**config.mk**
```make
export PLATFORM = sky130hd
export DESIGN_NAME = adcc_core
export DESIGN_NICKNAME = d
export VERILOG_FILES = /design/src/adcc_core.v /design/src/adcc_fifo.v
export VERILOG_INCLUDE_DIRS = /design/src
export SDC_FILE = /design/constraint.sdc
export NUM_CORES = 1
export LEC_CHECK = 0
export BUFFER_PORTS_ARGS = -buffer_cell sky130_fd_sc_hd__buf_2
export CAP_MARGIN = 20
export CORE_MARGIN = 10
export CORE_UTILIZATION = 57
export DETAILED_ROUTE_END_ITERATION = 16
export GPL_ROUTABILITY_DRIVEN = 0
export PLACE_DENSITY = 0.78
export SLEW_MARGIN = 20
export SYNTH_ARGS = -nofsm -noshare
export SYNTH_HDL_FRONTEND = slang
export SYNTH_SLANG_ARGS = --single-unit
```
**constraint.sdc**
```tcl
create_clock -name ref_clk -period 3.85 [get_ports ref_clk]
set_input_delay 0.1925 -clock ref_clk [delete_from_list [all_inputs] [get_ports ref_clk]]
set_output_delay 0.1925 -clock ref_clk [all_outputs]
set_load 0.01 [all_outputs]
```
**src/adcc_map.vh**
```
/*
 * adcc_map.vh: constants for the converter control and output port.
 * assumes: included by the design files of this block, by bare name.
 */
`ifndef ADCC_MAP_VH
`define ADCC_MAP_VH

// ---------------------------------------------------------------
// widths and codes
// ---------------------------------------------------------------
`define ADCC_DATA_W      14
`define ADCC_CODE_MAXPOS 14'h1fff
`define ADCC_CODE_MAXNEG 14'h2000
`define ADCC_CODE_ZERO   14'h0000

// ---------------------------------------------------------------
// timing, in sample-clock cycles
// ---------------------------------------------------------------
`define ADCC_LATENCY     5'h0d
`define ADCC_CAL_CYCLES  19'h429a0
`define ADCC_CNT_W       19
`define ADCC_WAKE_CYCLES 19'h00010
`define ADCC_SYNC_IDLE   4'hc       // idle pin levels: power_down_n and read enable high

// ---------------------------------------------------------------
// fifo and states
// ---------------------------------------------------------------
`define ADCC_FIFO_DEPTH  16
`define ADCC_FIFO_AW     4
`define ADCC_ST_RUN      3'h0
`define ADCC_ST_RESET    3'h1
`define ADCC_ST_CAL      3'h2
`define ADCC_ST_SETTLE   3'h3
`define ADCC_ST_SLEEP    3'h4
`define ADCC_ST_WAKE     3'h5

`endif

```
**src/adcc_core.v**
```verilog
/*
 * adcc_core.v: digital control and output port of a pipelined 14-bit
 * sampling converter: reset, self-trim, power-down, 13-cycle pipeline,
 * saturation, two's complement output, read-enabled drivers.
 * assumes: the host drives the control pins from outside this clock
 * domain, so each passes a two-stage synchroniser; the analog front end
 * supplies one raw signed sample and two range flags per clock.
 */
// Overview of operation
// - calibration lasts 272,800 clock cycles
// - output meaningless during reset/trim plus 13
// - drivers active while read enable low
// - low power while power_down_n low, wake after
// - pipeline lost in power-down; reset, recalibrate
// - conversion-valid low whenever data valid and read enable low
// - fourteen data bits plus valid indicator
// - samples encoded in two's complement
// - sign bit low when positive exceeds negative
// - zero differential gives all-zero code
// - one word per cycle, 13 cycles latency; the code adds fifo and output flops, 16 cycles from sampleIn to dataOut
// - out-of-range inputs saturate to full-scale codes
`timescale 1ns/100ps
`include "adcc_map.vh"

module adcc_core (
    input  wire                     ref_clk,
    input  wire                     arst_n,
    input  wire                     resetReq,
    input  wire                     trimReq,
    input  wire                     readEnable_n,
    input  wire                     power_down_n,
    input  wire [`ADCC_DATA_W-1:0]  sampleIn,
    input  wire                     overRange,
    input  wire                     underRange,
    output reg  [`ADCC_DATA_W-1:0]  dataOut,
    output reg  [`ADCC_DATA_W-1:0]  dataOutEn,
    output reg                      convValid_n,
    output reg                      lowPower,
    output reg                      calBusy,
    output reg                      fifoOverflow
);
    // ---------------------------------------------------------------
    // input synchronisers
    // ---------------------------------------------------------------
    reg [3:0] syncA_reg;
    reg [3:0] syncB_reg;
    wire      rstS  = syncB_reg[0];
    wire      trimS = syncB_reg[1];
    wire      rdnS  = syncB_reg[2];
    wire      pdnS  = syncB_reg[3];

    // two flops per pin; only syncB reads syncA; reset to idle levels so no false sleep
    always @(posedge ref_clk or negedge arst_n) begin
        if (!arst_n) begin
            syncA_reg <= `ADCC_SYNC_IDLE;
            syncB_reg <= `ADCC_SYNC_IDLE;
        end else begin
            syncA_reg <= {power_down_n, readEnable_n, trimReq, resetReq};
            syncB_reg <= syncA_reg;
        end
    end

    // ---------------------------------------------------------------
    // mode state machine
    // ---------------------------------------------------------------
    reg [2:0]              state_reg;
    reg [2:0]              state_next;
    reg [`ADCC_CNT_W-1:0]  count_reg;
    reg [`ADCC_CNT_W-1:0]  count_next;
    reg                    trimPrev_reg;
    wire                   trimRise = trimS && !trimPrev_reg;

    // sequencing of reset, trim, settling and sleep
    always @* begin
        state_next = state_reg;
        count_next = count_reg;
        case (state_reg)
            `ADCC_ST_RUN: begin
                if (!pdnS)
                    state_next = `ADCC_ST_SLEEP;
                else if (rstS)
                    state_next = `ADCC_ST_RESET;
                else if (trimRise) begin
                    state_next = `ADCC_ST_CAL;
                    count_next = `ADCC_CAL_CYCLES;
                end
            end
            `ADCC_ST_RESET: begin
                if (!pdnS)
                    state_next = `ADCC_ST_SLEEP;
                else if (!rstS) begin
                    state_next = `ADCC_ST_SETTLE;
                    count_next = {{(`ADCC_CNT_W-5){1'b0}}, `ADCC_LATENCY};
                end
            end
            `ADCC_ST_CAL: begin
                if (!pdnS)
                    state_next = `ADCC_ST_SLEEP;
                else if (rstS)
                    state_next = `ADCC_ST_RESET;
                else if (count_reg != {`ADCC_CNT_W{1'b0}})
                    count_next = count_reg - 1'b1;
                else if (!trimS) begin
                    state_next = `ADCC_ST_SETTLE;
                    count_next = {{(`ADCC_CNT_W-5){1'b0}}, `ADCC_LATENCY};
                end
            end
            `ADCC_ST_SETTLE: begin
                if (!pdnS)
                    state_next = `ADCC_ST_SLEEP;
                else if (rstS)
                    state_next = `ADCC_ST_RESET;
                else if (trimRise) begin
                    state_next = `ADCC_ST_CAL;
                    count_next = `ADCC_CAL_CYCLES;
                end else if (count_reg != {`ADCC_CNT_W{1'b0}})
                    count_next = count_reg - 1'b1;
                else
                    state_next = `ADCC_ST_RUN;
            end
            `ADCC_ST_SLEEP: begin
                if (pdnS) begin
                    state_next = `ADCC_ST_WAKE;
                    count_next = `ADCC_WAKE_CYCLES;
                end
            end
            `ADCC_ST_WAKE: begin
                if (!pdnS)
                    state_next = `ADCC_ST_SLEEP;
                else if (rstS)
                    state_next = `ADCC_ST_RESET;
                else if (count_reg != {`ADCC_CNT_W{1'b0}})
                    count_next = count_reg - 1'b1;
                else begin
                    state_next = `ADCC_ST_SETTLE;
                    count_next = {{(`ADCC_CNT_W-5){1'b0}}, `ADCC_LATENCY};
                end
            end
            default: begin
                state_next = `ADCC_ST_RESET;
            end
        endcase
    end

    // state registers
    always @(posedge ref_clk or negedge arst_n) begin
        if (!arst_n) begin
            state_reg    <= `ADCC_ST_RESET;
            count_reg    <= {`ADCC_CNT_W{1'b0}};
            trimPrev_reg <= 1'b0;
        end else begin
            state_reg    <= state_next;
            count_reg    <= count_next;
            trimPrev_reg <= trimS;
        end
    end

    // ---------------------------------------------------------------
    // conversion pipeline
    // ---------------------------------------------------------------
    wire                    running = (state_reg == `ADCC_ST_RUN);
    wire                    asleep  = (state_reg == `ADCC_ST_SLEEP);
    reg  [`ADCC_DATA_W-1:0] clipped;

    // saturate out-of-range samples; sign/zero kept as two's complement
    always @* begin
        if (underRange)
            clipped = `ADCC_CODE_MAXNEG;
        else if (overRange)
            clipped = `ADCC_CODE_MAXPOS;
        else
            clipped = sampleIn;
    end

    reg [`ADCC_DATA_W-1:0] pipeData [0:12];
    reg [12:0]             pipeValid_reg;
    integer                i;

    // thirteen stages, one word per clock; cleared while asleep
    always @(posedge ref_clk or negedge arst_n) begin
        if (!arst_n) begin
            for (i = 0; i < 13; i = i + 1)
                pipeData[i] <= `ADCC_CODE_ZERO;
            pipeValid_reg <= 13'h0000;
        end else begin
            pipeData[0] <= asleep ? `ADCC_CODE_ZERO : clipped;
            for (i = 1; i < 13; i = i + 1)
                pipeData[i] <= asleep ? `ADCC_CODE_ZERO : pipeData[i-1];
            pipeValid_reg <= {pipeValid_reg[11:0], running};
            if (!running)
                pipeValid_reg <= 13'h0000;
        end
    end

    // ---------------------------------------------------------------
    // output fifo and port
    // ---------------------------------------------------------------
    wire                    fifoInReady;
    wire [`ADCC_DATA_W-1:0] fifoData;
    wire                    fifoValid;
    wire                    pushWord = pipeValid_reg[12];

    adcc_fifo #(
        .WIDTH (`ADCC_DATA_W),
        .DEPTH (`ADCC_FIFO_DEPTH),
        .AW    (`ADCC_FIFO_AW)
    ) uFifo (
        .ref_clk  (ref_clk),
        .arst_n   (arst_n),
        .flush    (!running),
        .inData   (pipeData[12]),
        .inValid  (pushWord),
        .inReady  (fifoInReady),
        .outData  (fifoData),
        .outValid (fifoValid),
        .outReady (!rdnS)
    );

    // drive pins from flops; valid strobe only while data is good
    always @(posedge ref_clk or negedge arst_n) begin
        if (!arst_n) begin
            dataOut      <= `ADCC_CODE_ZERO;
            dataOutEn    <= 14'h0000;
            convValid_n  <= 1'b1;
            lowPower     <= 1'b0;
            calBusy      <= 1'b0;
            fifoOverflow <= 1'b0;
        end else begin
            dataOut      <= fifoData;
            dataOutEn    <= {`ADCC_DATA_W{!rdnS}};
            convValid_n  <= !(fifoValid && !rdnS && running);
            lowPower     <= asleep;
            calBusy      <= (state_reg == `ADCC_ST_CAL);
            if (!running)
                fifoOverflow <= 1'b0;
            else if (pushWord && !fifoInReady)
                fifoOverflow <= 1'b1;
        end
    end
endmodule // adcc_core

```
**src/adcc_fifo.v**
```verilog
/*
 * adcc_fifo.v: synchronous fifo with valid/ready on both sides.
 * assumes: one clock, asynchronous active-low reset, flush from owner.
 */
`timescale 1ns/100ps

module adcc_fifo #(
    parameter WIDTH = 14,
    parameter DEPTH = 16,
    parameter AW    = 4
) (
    input  wire             ref_clk,
    input  wire             arst_n,
    input  wire             flush,
    input  wire [WIDTH-1:0] inData,
    input  wire             inValid,
    output wire             inReady,
    output reg  [WIDTH-1:0] outData,
    output reg              outValid,
    input  wire             outReady
);
    reg [WIDTH-1:0] mem [0:DEPTH-1];
    reg [AW:0]      wrPtr_reg;
    reg [AW:0]      rdPtr_reg;
    wire            emptyMem = (wrPtr_reg == rdPtr_reg);
    wire            fullMem  = (wrPtr_reg[AW] != rdPtr_reg[AW]) &&
                               (wrPtr_reg[AW-1:0] == rdPtr_reg[AW-1:0]);
    wire            pop      = !emptyMem && (!outValid || outReady);
    wire            push     = inValid && !fullMem;

    assign inReady = !fullMem;

    // ---------------------------------------------------------------
    // storage and pointers; output word held in a register
    // ---------------------------------------------------------------
    always @(posedge ref_clk) begin
        if (push)
            mem[wrPtr_reg[AW-1:0]] <= inData;
    end

    always @(posedge ref_clk or negedge arst_n) begin
        if (!arst_n) begin
            wrPtr_reg <= {(AW+1){1'b0}};
            rdPtr_reg <= {(AW+1){1'b0}};
            outData   <= {WIDTH{1'b0}};
            outValid  <= 1'b0;
        end else if (flush) begin
            wrPtr_reg <= {(AW+1){1'b0}};
            rdPtr_reg <= {(AW+1){1'b0}};
            outValid  <= 1'b0;
        end else begin
            if (push)
                wrPtr_reg <= wrPtr_reg + 1'b1;
            if (pop) begin
                rdPtr_reg <= rdPtr_reg + 1'b1;
                outData   <= mem[rdPtr_reg[AW-1:0]];
                outValid  <= 1'b1;
            end else if (outReady) begin
                outValid  <= 1'b0;
            end
        end
    end
endmodule // adcc_fifo

```
---- After elaboration in Yosys (flattened, before gate mapping) ----
Memory sizes are Yosys's and may differ from the RTL's. A register that Yosys moved wholly into a read port is not among the register bits.
Index checks and enable logic that the tools add are counted.
storage, ports and cells
  bits in writable memories ............... 224
  word-level logic and storage cells ...... 148
  ROM bits ................................ 0
  memories kept ........................... 1
  register bits after elaboration ......... 256
  bits in latches ......................... 0
  input port bits ......................... 22
memories
  name       words  width  read ports  clocked after Yosys merged registers in  wr ports  RTL line        source
  uFifo.mem  16     14     1           1                                        1         adcc_fifo.v:22  reg [WIDTH-1:0] mem [0:DEPTH-1];
operators by class
  divide/modulo/power cells ............... 0
  bitwise operators ....................... 0
  reductions and logical operators ........ 21
  mux-type cells .......................... 63
  $mul .................................... 0
  $add $sub $neg .......................... 3
  eq/ne operators ......................... 32
  order comparisons ....................... 0
  shifts and indexed selects .............. 0
operator list
  cell                     count
  $mux W19                 17
  $mux W14                 15
  $pmux W19 S6             1
  $mux W3                  17
  $ne A2 B2 Y1 const B     12
  $mux W5                  4
  $reduce_bool A19 Y1      1
  $sub A19 B1 Y19 const B  1
  $pmux W3 S6              1
  $ne A4 B4 Y1 const B     4
  $reduce_and A15 Y1       1
  $mux W13                 1
  $add A5 B1 Y5 const B    2
  $ne A3 B3 Y1 const B     3
  $logic_and A1 B1 Y1      7
  $logic_not A1 Y1         7
  $mux W1                  7
  $reduce_and A7 Y1        1
  $eq A3 B2 Y1 const B     2
  $eq A3 B3 Y1 const B     2
  $ne A2 B1 Y1 const B     3
  $reduce_bool A6 Y1       1
  $eq A5 B5 Y1             1
  $ne A5 B5 Y1 const B     1
  other kinds (7)          7

---- Logic depth before layout (Yosys ltp) ----
Gate-level depths: netlist of the first run.
  depth in word-level cells ............... 6
  gate-level depth with buffers ........... 9
  mapped depth without buffers ............ 8

---- By module ----
A second synthesis of the first run with hierarchy kept.
unflattened totals
  cells, all modules ...................... 1120
  area, all modules ....................... 18403.9 sq um
modules (own cells, without submodules)
  module     cells each  instances  area each (sq um)  seq. area each (sq um)
  adcc_fifo  459         1          9738.1             7352.1
  adcc_core  661         1          8665.8             6138.4

---- Worst setup path after synthesis of the first run ----
Ideal clock, no wire load.
  path kind ............................... reg2reg
  from .................................... register uFifo.wrPtr_reg[2]
  to ...................................... memory uFifo.mem[2][0] (enable)
  data arrival time ....................... 2580 ps
  stages on the path, launching flop included .. 7
  path slack .............................. 844 ps
  data required time ...................... 3423 ps
  clock period less this slack ............ 3006 ps
  path through ............................ dfrtp_1 > clkbuf_1 > xor2_1 > nor4_2 > nand2_1 > nand2_1 > nor4b_1
on the way
  cells in the longest elaborated chain, start to end .. 6
RTL lines
  what                           RTL line        source
  start: declaration             adcc_fifo.v:23  reg [AW:0] wrPtr_reg;
  start signal: assignment       adcc_fifo.v:43  wrPtr_reg <= {(AW+1){1'b0}};
  start signal: assignment       adcc_fifo.v:48  wrPtr_reg <= {(AW+1){1'b0}};
  start signal: assignment       adcc_fifo.v:53  wrPtr_reg <= wrPtr_reg + 1'b1;
  $eq A4 B4 Y1                   adcc_fifo.v:27  (wrPtr_reg[AW-1:0] == rdPtr_reg[AW-1:0]);
  $logic_and A1 B1 Y1            adcc_fifo.v:26  wire fullMem = (wrPtr_reg[AW] != rdPtr_reg[AW]) &&
  $logic_not A1 Y1               adcc_fifo.v:29  wire push = inValid && !fullMem;
  $logic_and A1 B1 Y1            adcc_fifo.v:29
  $mux W1                        adcc_fifo.v:37  if (push)
  $mux W1 (implied by the code)  adcc_fifo.v:38  mem[wrPtr_reg[AW-1:0]] <= inData;
  end: declaration               adcc_fifo.v:22
Parallel ways exist; a longest one is shown, timed or not.

---- Final worst setup path of the first run ----
  from .................................... register uFifo.wrPtr_reg[3]
  to ...................................... register uFifo.outData[0] (read register of uFifo.mem)
on the way
  cells in the longest elaborated chain, start to end .. 4
RTL lines
  what                         RTL line        source
  $eq A5 B5 Y1                 adcc_fifo.v:25  wire emptyMem = (wrPtr_reg == rdPtr_reg);
  $logic_not A1 Y1             adcc_fifo.v:28  wire pop = !emptyMem && (!outValid || outReady);
  $logic_and A1 B1 Y1          adcc_fifo.v:28
  $reduce_and A2 Y1 (no line)  --
  end: declaration             adcc_fifo.v:18  output reg [WIDTH-1:0] outData,
No other way between the ends.
A chain may end at the register's enable or synchronous reset.

==> reports/metrics.cfg, run 1 <==
[floorplan]
core_um2 = 31600
dieArea_um2 = 39800
start_util_pct = 58.0
rows = 65
die_width_um = 199
die_h_um = 199
ios = 54

[setup_path]
crit_path_end_kind = flop
timing.critical_path.slowest_cell_delay_ns = 0.75
cp_top_family = simple AND/OR/NAND/NOR gates
slowest_stage = dfrtp_1
cp_cell_sequence = xor2_1 -> nor4_2 -> a22oi_1 -> nand2_1 -> mux2_2
regToRegSetupSlack_ns = 0.92
cp.required_ns = 4.26
rr_worst_depth = 5
arrival_ns = 3.34
reg2reg_to = uFifo.outData[0]
critPathMaxFanout = 15
critPathBufInv = 0
critPathLaunchType = flop
rr_startpoint = uFifo.wrPtr_reg[3]
critical_path_class = flop to flop

[sta]
fin_setup_tns_ns = 0
rsz0062_at_grt = no
tightest_slew_ns = 0.926
fin_crit_ns = 2.93
min_period_over_period_pct = 76.0
hold_viol = 0
finalSetupViolations = 0
fmax_ghz = 0.342
slew_viol_final = 0
clock_skew_ns = 0.0176
maxSlewHeadroom_pct = 38.3

[job]
drv_cap = 0

[global_routing]
grt_pass1_vias = 9730
grt_max_degree = 120
antenna_found_initial = 1
grt_usage_pct = 17.5
grt.overflow.total = 0
grt_pass1_wl_mm = 54.3

[logic_synthesis]
seq_area_frac_synth_pct = 73.5
ys.flop_type = dfrtp_1
yosysWarnings = 0
synth_cells = 1078
syn-num-nets = 1106
synth-edff-count = 224
avgSynthCellArea_um2 = 17.0
synth_area_um2 = 18300
ys_ff_latch = 494
async_flop_share_pct = 54.7
ys_types = 70

[routing]
drt_iter0_markers = 751
post_drt_via_cell_ratio = 5.76
wl_mm = 33.2
wire_per_inst_um = 20.8
dr.max_layer_used = met5
wl_met1_mm = 13.6
dr_wl_met3_mm = 1.79
wl_met2_mm = 17.1
first_pass_iters = 5
drc = 0
vias = 9190
route.antenna.remaining_nets = 0

[layout]
largest_reg_flops = 224
mostFrequentLayoutCells = 262 x dfrtp_1, 224 x edfxtp_1, 170 x nor2b_1
final_common_cell = dfrtp_1
diodes = 0
regArea_um2 = 13500
nFillCells = 2052
final_net_count = 1183
multi_input_area_um2 = 4520
syn2layout_area_growth_pct = 13.2
drive_above_1_share_pct = 22.4
fin_area_um2 = 20800

[cts]
cts_tree = done
clk_pin_slew_ns = 0.06
clk-insertion-delay-late_ns = 0.54
cts_setup_buffers = 0
cts.sinks = 494
cts_made_buffers = 46
clockBufferDepth = 3
root_buffer = clkbuf_16
htreeDepth = 2

[pwr]
power.leakage_nw = 8.91
ir_worst_vdd_v = 0.000532
p_per_area_nw_per_um2 = 606

[min_path]
min_to = pipeData[178]
worstHoldStart = overRange
hold_depth = 2
hp-class = input pin to flop

[place]
port_buffers = 53
place_area_um2 = 19100
dp_hpwl_mm = 18.3

[outcome]
status = finished clean

[worst register-to-register path, delay by kind of cell, from the launching register on]
family           cells  cell delay (ns)
AND/OR/NAND/NOR      2             1.16
multiplexers         1             0.45
XOR/XNOR             1             0.17
AO/OA/AOI/OAI        1             0.28
flip-flops           1             0.75
[Yosys cell counts (2+ instances only)]
library cell | n | share of area [%]
a21oi_1 | 20 | 0.55
a2bb2oi_1 | 3 | 0.14
nand4_1 | 4 | 0.14
buf_4 | 16 | 0.65
buf_6 | 2 | 0.12
nor2b_1 | 170 | 5.8
nand3_1 | 5 | 0.14
a31oi_1 | 5 | 0.17
clkbuf_1 | 38 | 0.78
inv_1 | 16 | 0.33
nor4_4 | 2 | 0.23
o2bb2ai_1 | 2 | 0.096
ha_1 | 6 | 0.41
xor2_1 | 10 | 0.48
nand2b_1 | 6 | 0.20
dfstp_2 | 6 | 0.86
nor3_1 | 7 | 0.19
o211ai_1 | 2 | 0.082
xnor2_1 | 3 | 0.14
dfrtp_1 | 264 | 36
edfxtp_1 | 224 | 37
buf_2 | 7 | 0.19
o21a_1 | 19 | 0.78
or4_1 | 2 | 0.082
o22a_1 | 5 | 0.24
mux2_2 | 15 | 0.92
buf_1 | 3 | 0.061
nand2_1 | 18 | 0.37
o21ai_1 | 2 | 0.055
and3_1 | 4 | 0.14
nor2_1 | 32 | 0.65
and2_1 | 16 | 0.55
or3_1 | 5 | 0.17
or4_4 | 3 | 0.18
nor4b_1 | 6 | 0.29
o22ai_1 | 2 | 0.068
a22o_1 | 4 | 0.19
nor3b_1 | 4 | 0.16
mux4_2 | 70 | 8.6
or3_2 | 2 | 0.082
o21ai_0 | 18 | 0.49
or2_2 | 2 | 0.068
[power by group]
part	leakage (nW)	total, mW	internal [mW]	switching (mW)
sequential	6.13	6.52	6.18	0.342
clock	0.744	4.44	2.61	1.83
combinational	2.04	1.62	0.669	0.954
[per-stage QoR]
stage	utilization [%]	power, mW	cells	hold WS [ns]	setup slack (ns)
3_5_place_dp	60.2	8.21	1489	0.301	1.01
2_1_floorplan	-	7.79	1078	-0.103	0.844
3_3_place_gp	60.2	8.12	1489	0.299	1.10
5_1_grt	65.7	13.2	1595	0.0809	0.719
4_1_cts	65.6	12.7	1595	0.0559	0.935
6_report	65.7	12.6	1595	0.0774	0.924
[metal layers]
layer | GRT usage (%) | vias up
met4 | 4.96 | 2
met2 | 29.8 | 319
met3 | 2.81 | 62
li1 | - | 4042
met1 | 23.0 | 4765
met5 | 0 | -
[how the worst max path moves through the flow]
stage                             startpoint                end  slack [ns]  cells after the start
after CTS                 uFifo.wrPtr_reg[3]  uFifo.outData[10]        0.93                      5
final                     uFifo.wrPtr_reg[3]   uFifo.outData[0]        0.92                      5
after detailed placement  uFifo.wrPtr_reg[3]   uFifo.outData[9]        1.01                      5
after global routing      uFifo.wrPtr_reg[3]   uFifo.mem[11][6]        0.72                      5
after floorplan           uFifo.wrPtr_reg[2]    uFifo.mem[2][0]        0.84                      6
after global placement    uFifo.wrPtr_reg[3]   uFifo.outData[3]        1.10                      5
[cells by family after synthesis]
logic type / share of synthesized area, %
muxes: 9.57
DFF: 73.5
AOI/OAI and AO/OA: 3.87
xor gates and xnor gates: 0.621
buffers and inverters: 2.13
and+or+nand+nor: 9.86
adders and majority gates: 0.409
[repair_timing]
| action | 4_1_cts | 5_1_grt |
|---|---|---|
| resized for setup | 0 | 0 |
| hold buffers | 20 | 0 |
| endpoints found under the hold margin | 135 | 0 |
[cell type report]
class | count | share of cell area (%)
Inverter | 16 | 0.289
Sequential cell | 494 | 65.0
Clock inverter | 18 | 0.663
Multi-Input combinational cell | 502 | 21.8
Clock buffer | 68 | 6.63
Timing Repair Buffer | 95 | 3.26
Tap cell | 402 | 2.42
Note: power is estimated with default switching activity, not from simulation.
==> inputs of run 2 (changes only) <==
ABC_AREA = 1   (was default)
clock period = 3 ns   (was 3.85 ns; I/O delays follow)
==> reports/metrics.cfg, run 2 <==
[setup_path]
cp.required_ns = 3.44
arrival_ns = 2.74
slowest_stage = buf_4
crit_top_cell = nand2_1
critPathLaunchType = flop
cp_cell_sequence = buf_4 -> inv_2 -> o21ai_0 -> o22ai_1 -> nand2_1 -> nand2_1 -> inv_1 -> nand2_1 -> nand2_1 -> nand2_1
cp_top_family = buffers and inverters
critical_path_class = flop to flop
critPathBufInv = 3
timing.critical_path.slowest_cell_delay_ns = 0.68
critPathMaxFanout = 88
crit_path_end_kind = flop

[routing]
wire_per_inst_um = 17.4
wl_mm = 40.5
route.antenna.remaining_nets = 0
drc = 0
post_drt_via_cell_ratio = 5.33
vias = 12400
first_pass_iters = 5
drt_iter0_markers = 1283

[layout]
mostFrequentLayoutCells = 396 x nor2_1, 262 x dfrtp_1, 239 x inv_1
syn2layout_area_growth_pct = 13.6
final_net_count = 1869
diodes = 0
largest_reg_flops = 224
drive_above_1_share_pct = 11.0
nFillCells = 2395
final_common_cell = nor2_1
final_util_pct = 65.4

[logic_synthesis]
yosys-top-cells-area = edfxtp_1 35%, dfrtp_1 34%, nor2_1 7.7%, inv_1 4.7%, nand2_1 4.1%
async_flop_share_pct = 54.7
yosys.area.top_type = edfxtp_1
avgSynthCellArea_um2 = 10.9
synth-edff-count = 224
yosysWarnings = 0
syn-num-nets = 1791
seq_area_frac_synth_pct = 70.3
synth_top_area_share_pct = 35.0
ys_types = 37
synth_cells = 1763
ys_ff_latch = 494
ys_top_cells_by_count = 396 x nor2_1, 264 x dfrtp_1, 239 x inv_1
synth_area_um2 = 19200
ys.flop_type = dfrtp_1
yosys.cell_count.top_type = nor2_1

[floorplan]
die_h_um = 204
die_width_um = 204
core_um2 = 33400
ios = 54
start_util_pct = 57.5
dieArea_um2 = 41400
rows = 67

[sta]
slew_viol_final = 0
hold_viol = 0
rsz0062_at_grt = no
tightest_slew_ns = 0.875
fin_crit_ns = 2.30
maxSlewHeadroom_pct = 41.7
finalSetupViolations = 0
fmax_ghz = 0.436
clock_skew_ns = 0.0251
fin_setup_tns_ns = 0
min_period_over_period_pct = 76.5

[pwr]
p_per_area_nw_per_um2 = 778
p_total_mw = 17.0
ir_worst_vdd_v = 0.000776
power.leakage_nw = 9.15

[cts]
cts_hold_buffers = 33
root_buffer = clkbuf_16
htreeDepth = 2
cts_made_buffers = 49
cts_setup_buffers = 0
cts_resized = 0
cts_tree = done
clk_pin_slew_ns = 0.06
clk-insertion-delay-late_ns = 0.57
cts.sinks = 494
clockBufferDepth = 3

[global_routing]
grt_pass1_vias = 12600
grt_pass1_wl_mm = 64.9
grt_usage_pct = 19.5
grt.overflow.total = 0
grt_max_degree = 115
antenna_found_initial = 0

[outcome]
status = finished clean

[min_path]
hp-class = input pin to asynchronous set/reset pin

[job]
drv_cap = 0

[place]
port_buffers = 53
dp_hpwl_mm = 23.0

-- run 2: worst paths after layout --
check                              startpoint  slack [ns]  cells past startpoint          endpoint
max reg2reg                uFifo.rdPtr_reg[1]        0.70                     10  uFifo.outData[6]
min reg2reg                      syncA_reg[0]        0.36                      0      syncB_reg[0]
max                        uFifo.rdPtr_reg[1]        0.70                     10  uFifo.outData[6]
min in group ref_clk             readEnable_n        0.24                      2      syncA_reg[2]
max in group asynchronous              arst_n        1.82                      3       pipeData[5]
min                                    arst_n        0.17                      2  uFifo.outData[8]
-- run 2: area by class of cell --
cell class | instances | area, um2 | share of cell area, %
flip-flops and latches | 494 | 13500 | 61.9
multi-input cells | 931 | 4270 | 19.6
clock buffers | 59 | 1280 | 5.89
inverters | 248 | 936 | 4.29
repair buffers | 117 | 901 | 4.13
well taps | 448 | 561 | 2.57
clock inverters | 33 | 370 | 1.70
-- run 2: kinds of logic (layout without fill, tap and decap cells) --
group / after synthesis / after routing / synth area share, %
AO/OA/AOI/OAI: 201 / 201 / 5.91
XOR/XNOR: 18 / 18 / 0.821
adder cells (fa/ha/maj): 6 / 6 / 0.391
buffers and inverters: 338 / 457 / 7.50
flip-flops: 494 / 494 / 70.3
AND/OR/NAND/NOR: 706 / 706 / 15.1
-- run 2: where the power goes --
| group | internal, mW | leakage, nW | switching, mW | total [mW] |
|---|---|---|---|---|
| Sequential | 7.90 | 5.34 | 0.475 | 8.38 |
| Combinational | 0.747 | 3.00 | 1.63 | 2.37 |
| Clock | 3.67 | 0.810 | 2.55 | 6.22 |
| Total | 12.3 | 9.15 | 4.65 | 17.0 |
-- run 2: worst register-to-register path, stage by stage (launching register included) --
cell,delay [ns]
dfrtp_2,0.36
buf_4,0.68
inv_2,0.44
o21ai_0,0.23
o22ai_1,0.12
nand2_1,0.07
nand2_1,0.07
inv_1,0.05
nand2_1,0.04
nand2_1,0.06
nand2_1,0.05
-- run 2: layer usage --
| metal | vias to the layer above | track usage (%) | part of all wire (%) |
|---|---|---|---|
| met1 | 6074 | 24.8 | 39 |
| met2 | 508 | 33.4 | 50 |
| met4 | 0 | 6.18 | 2.6 |
| li1 | 5773 | - | - |
| met3 | 71 | 3.46 | 7.7 |
| met5 | - | 0 | 0 |
-- run 2: through the flow --
stage / instances / area, um2 / setup slack, ns / hold WS, ns
3_5_place_dp: 2205 / 19800 / 0.754 / 0.212
6_report: 2330 / 21800 / 0.704 / 0.171
3_3_place_gp: 2205 / 19800 / 0.782 / 0.212
5_1_grt: 2330 / 21800 / 0.466 / 0.232
2_1_floorplan: 1763 / 19200 / 0.756 / -0.146
4_1_cts: 2330 / 21800 / 0.724 / 0.225
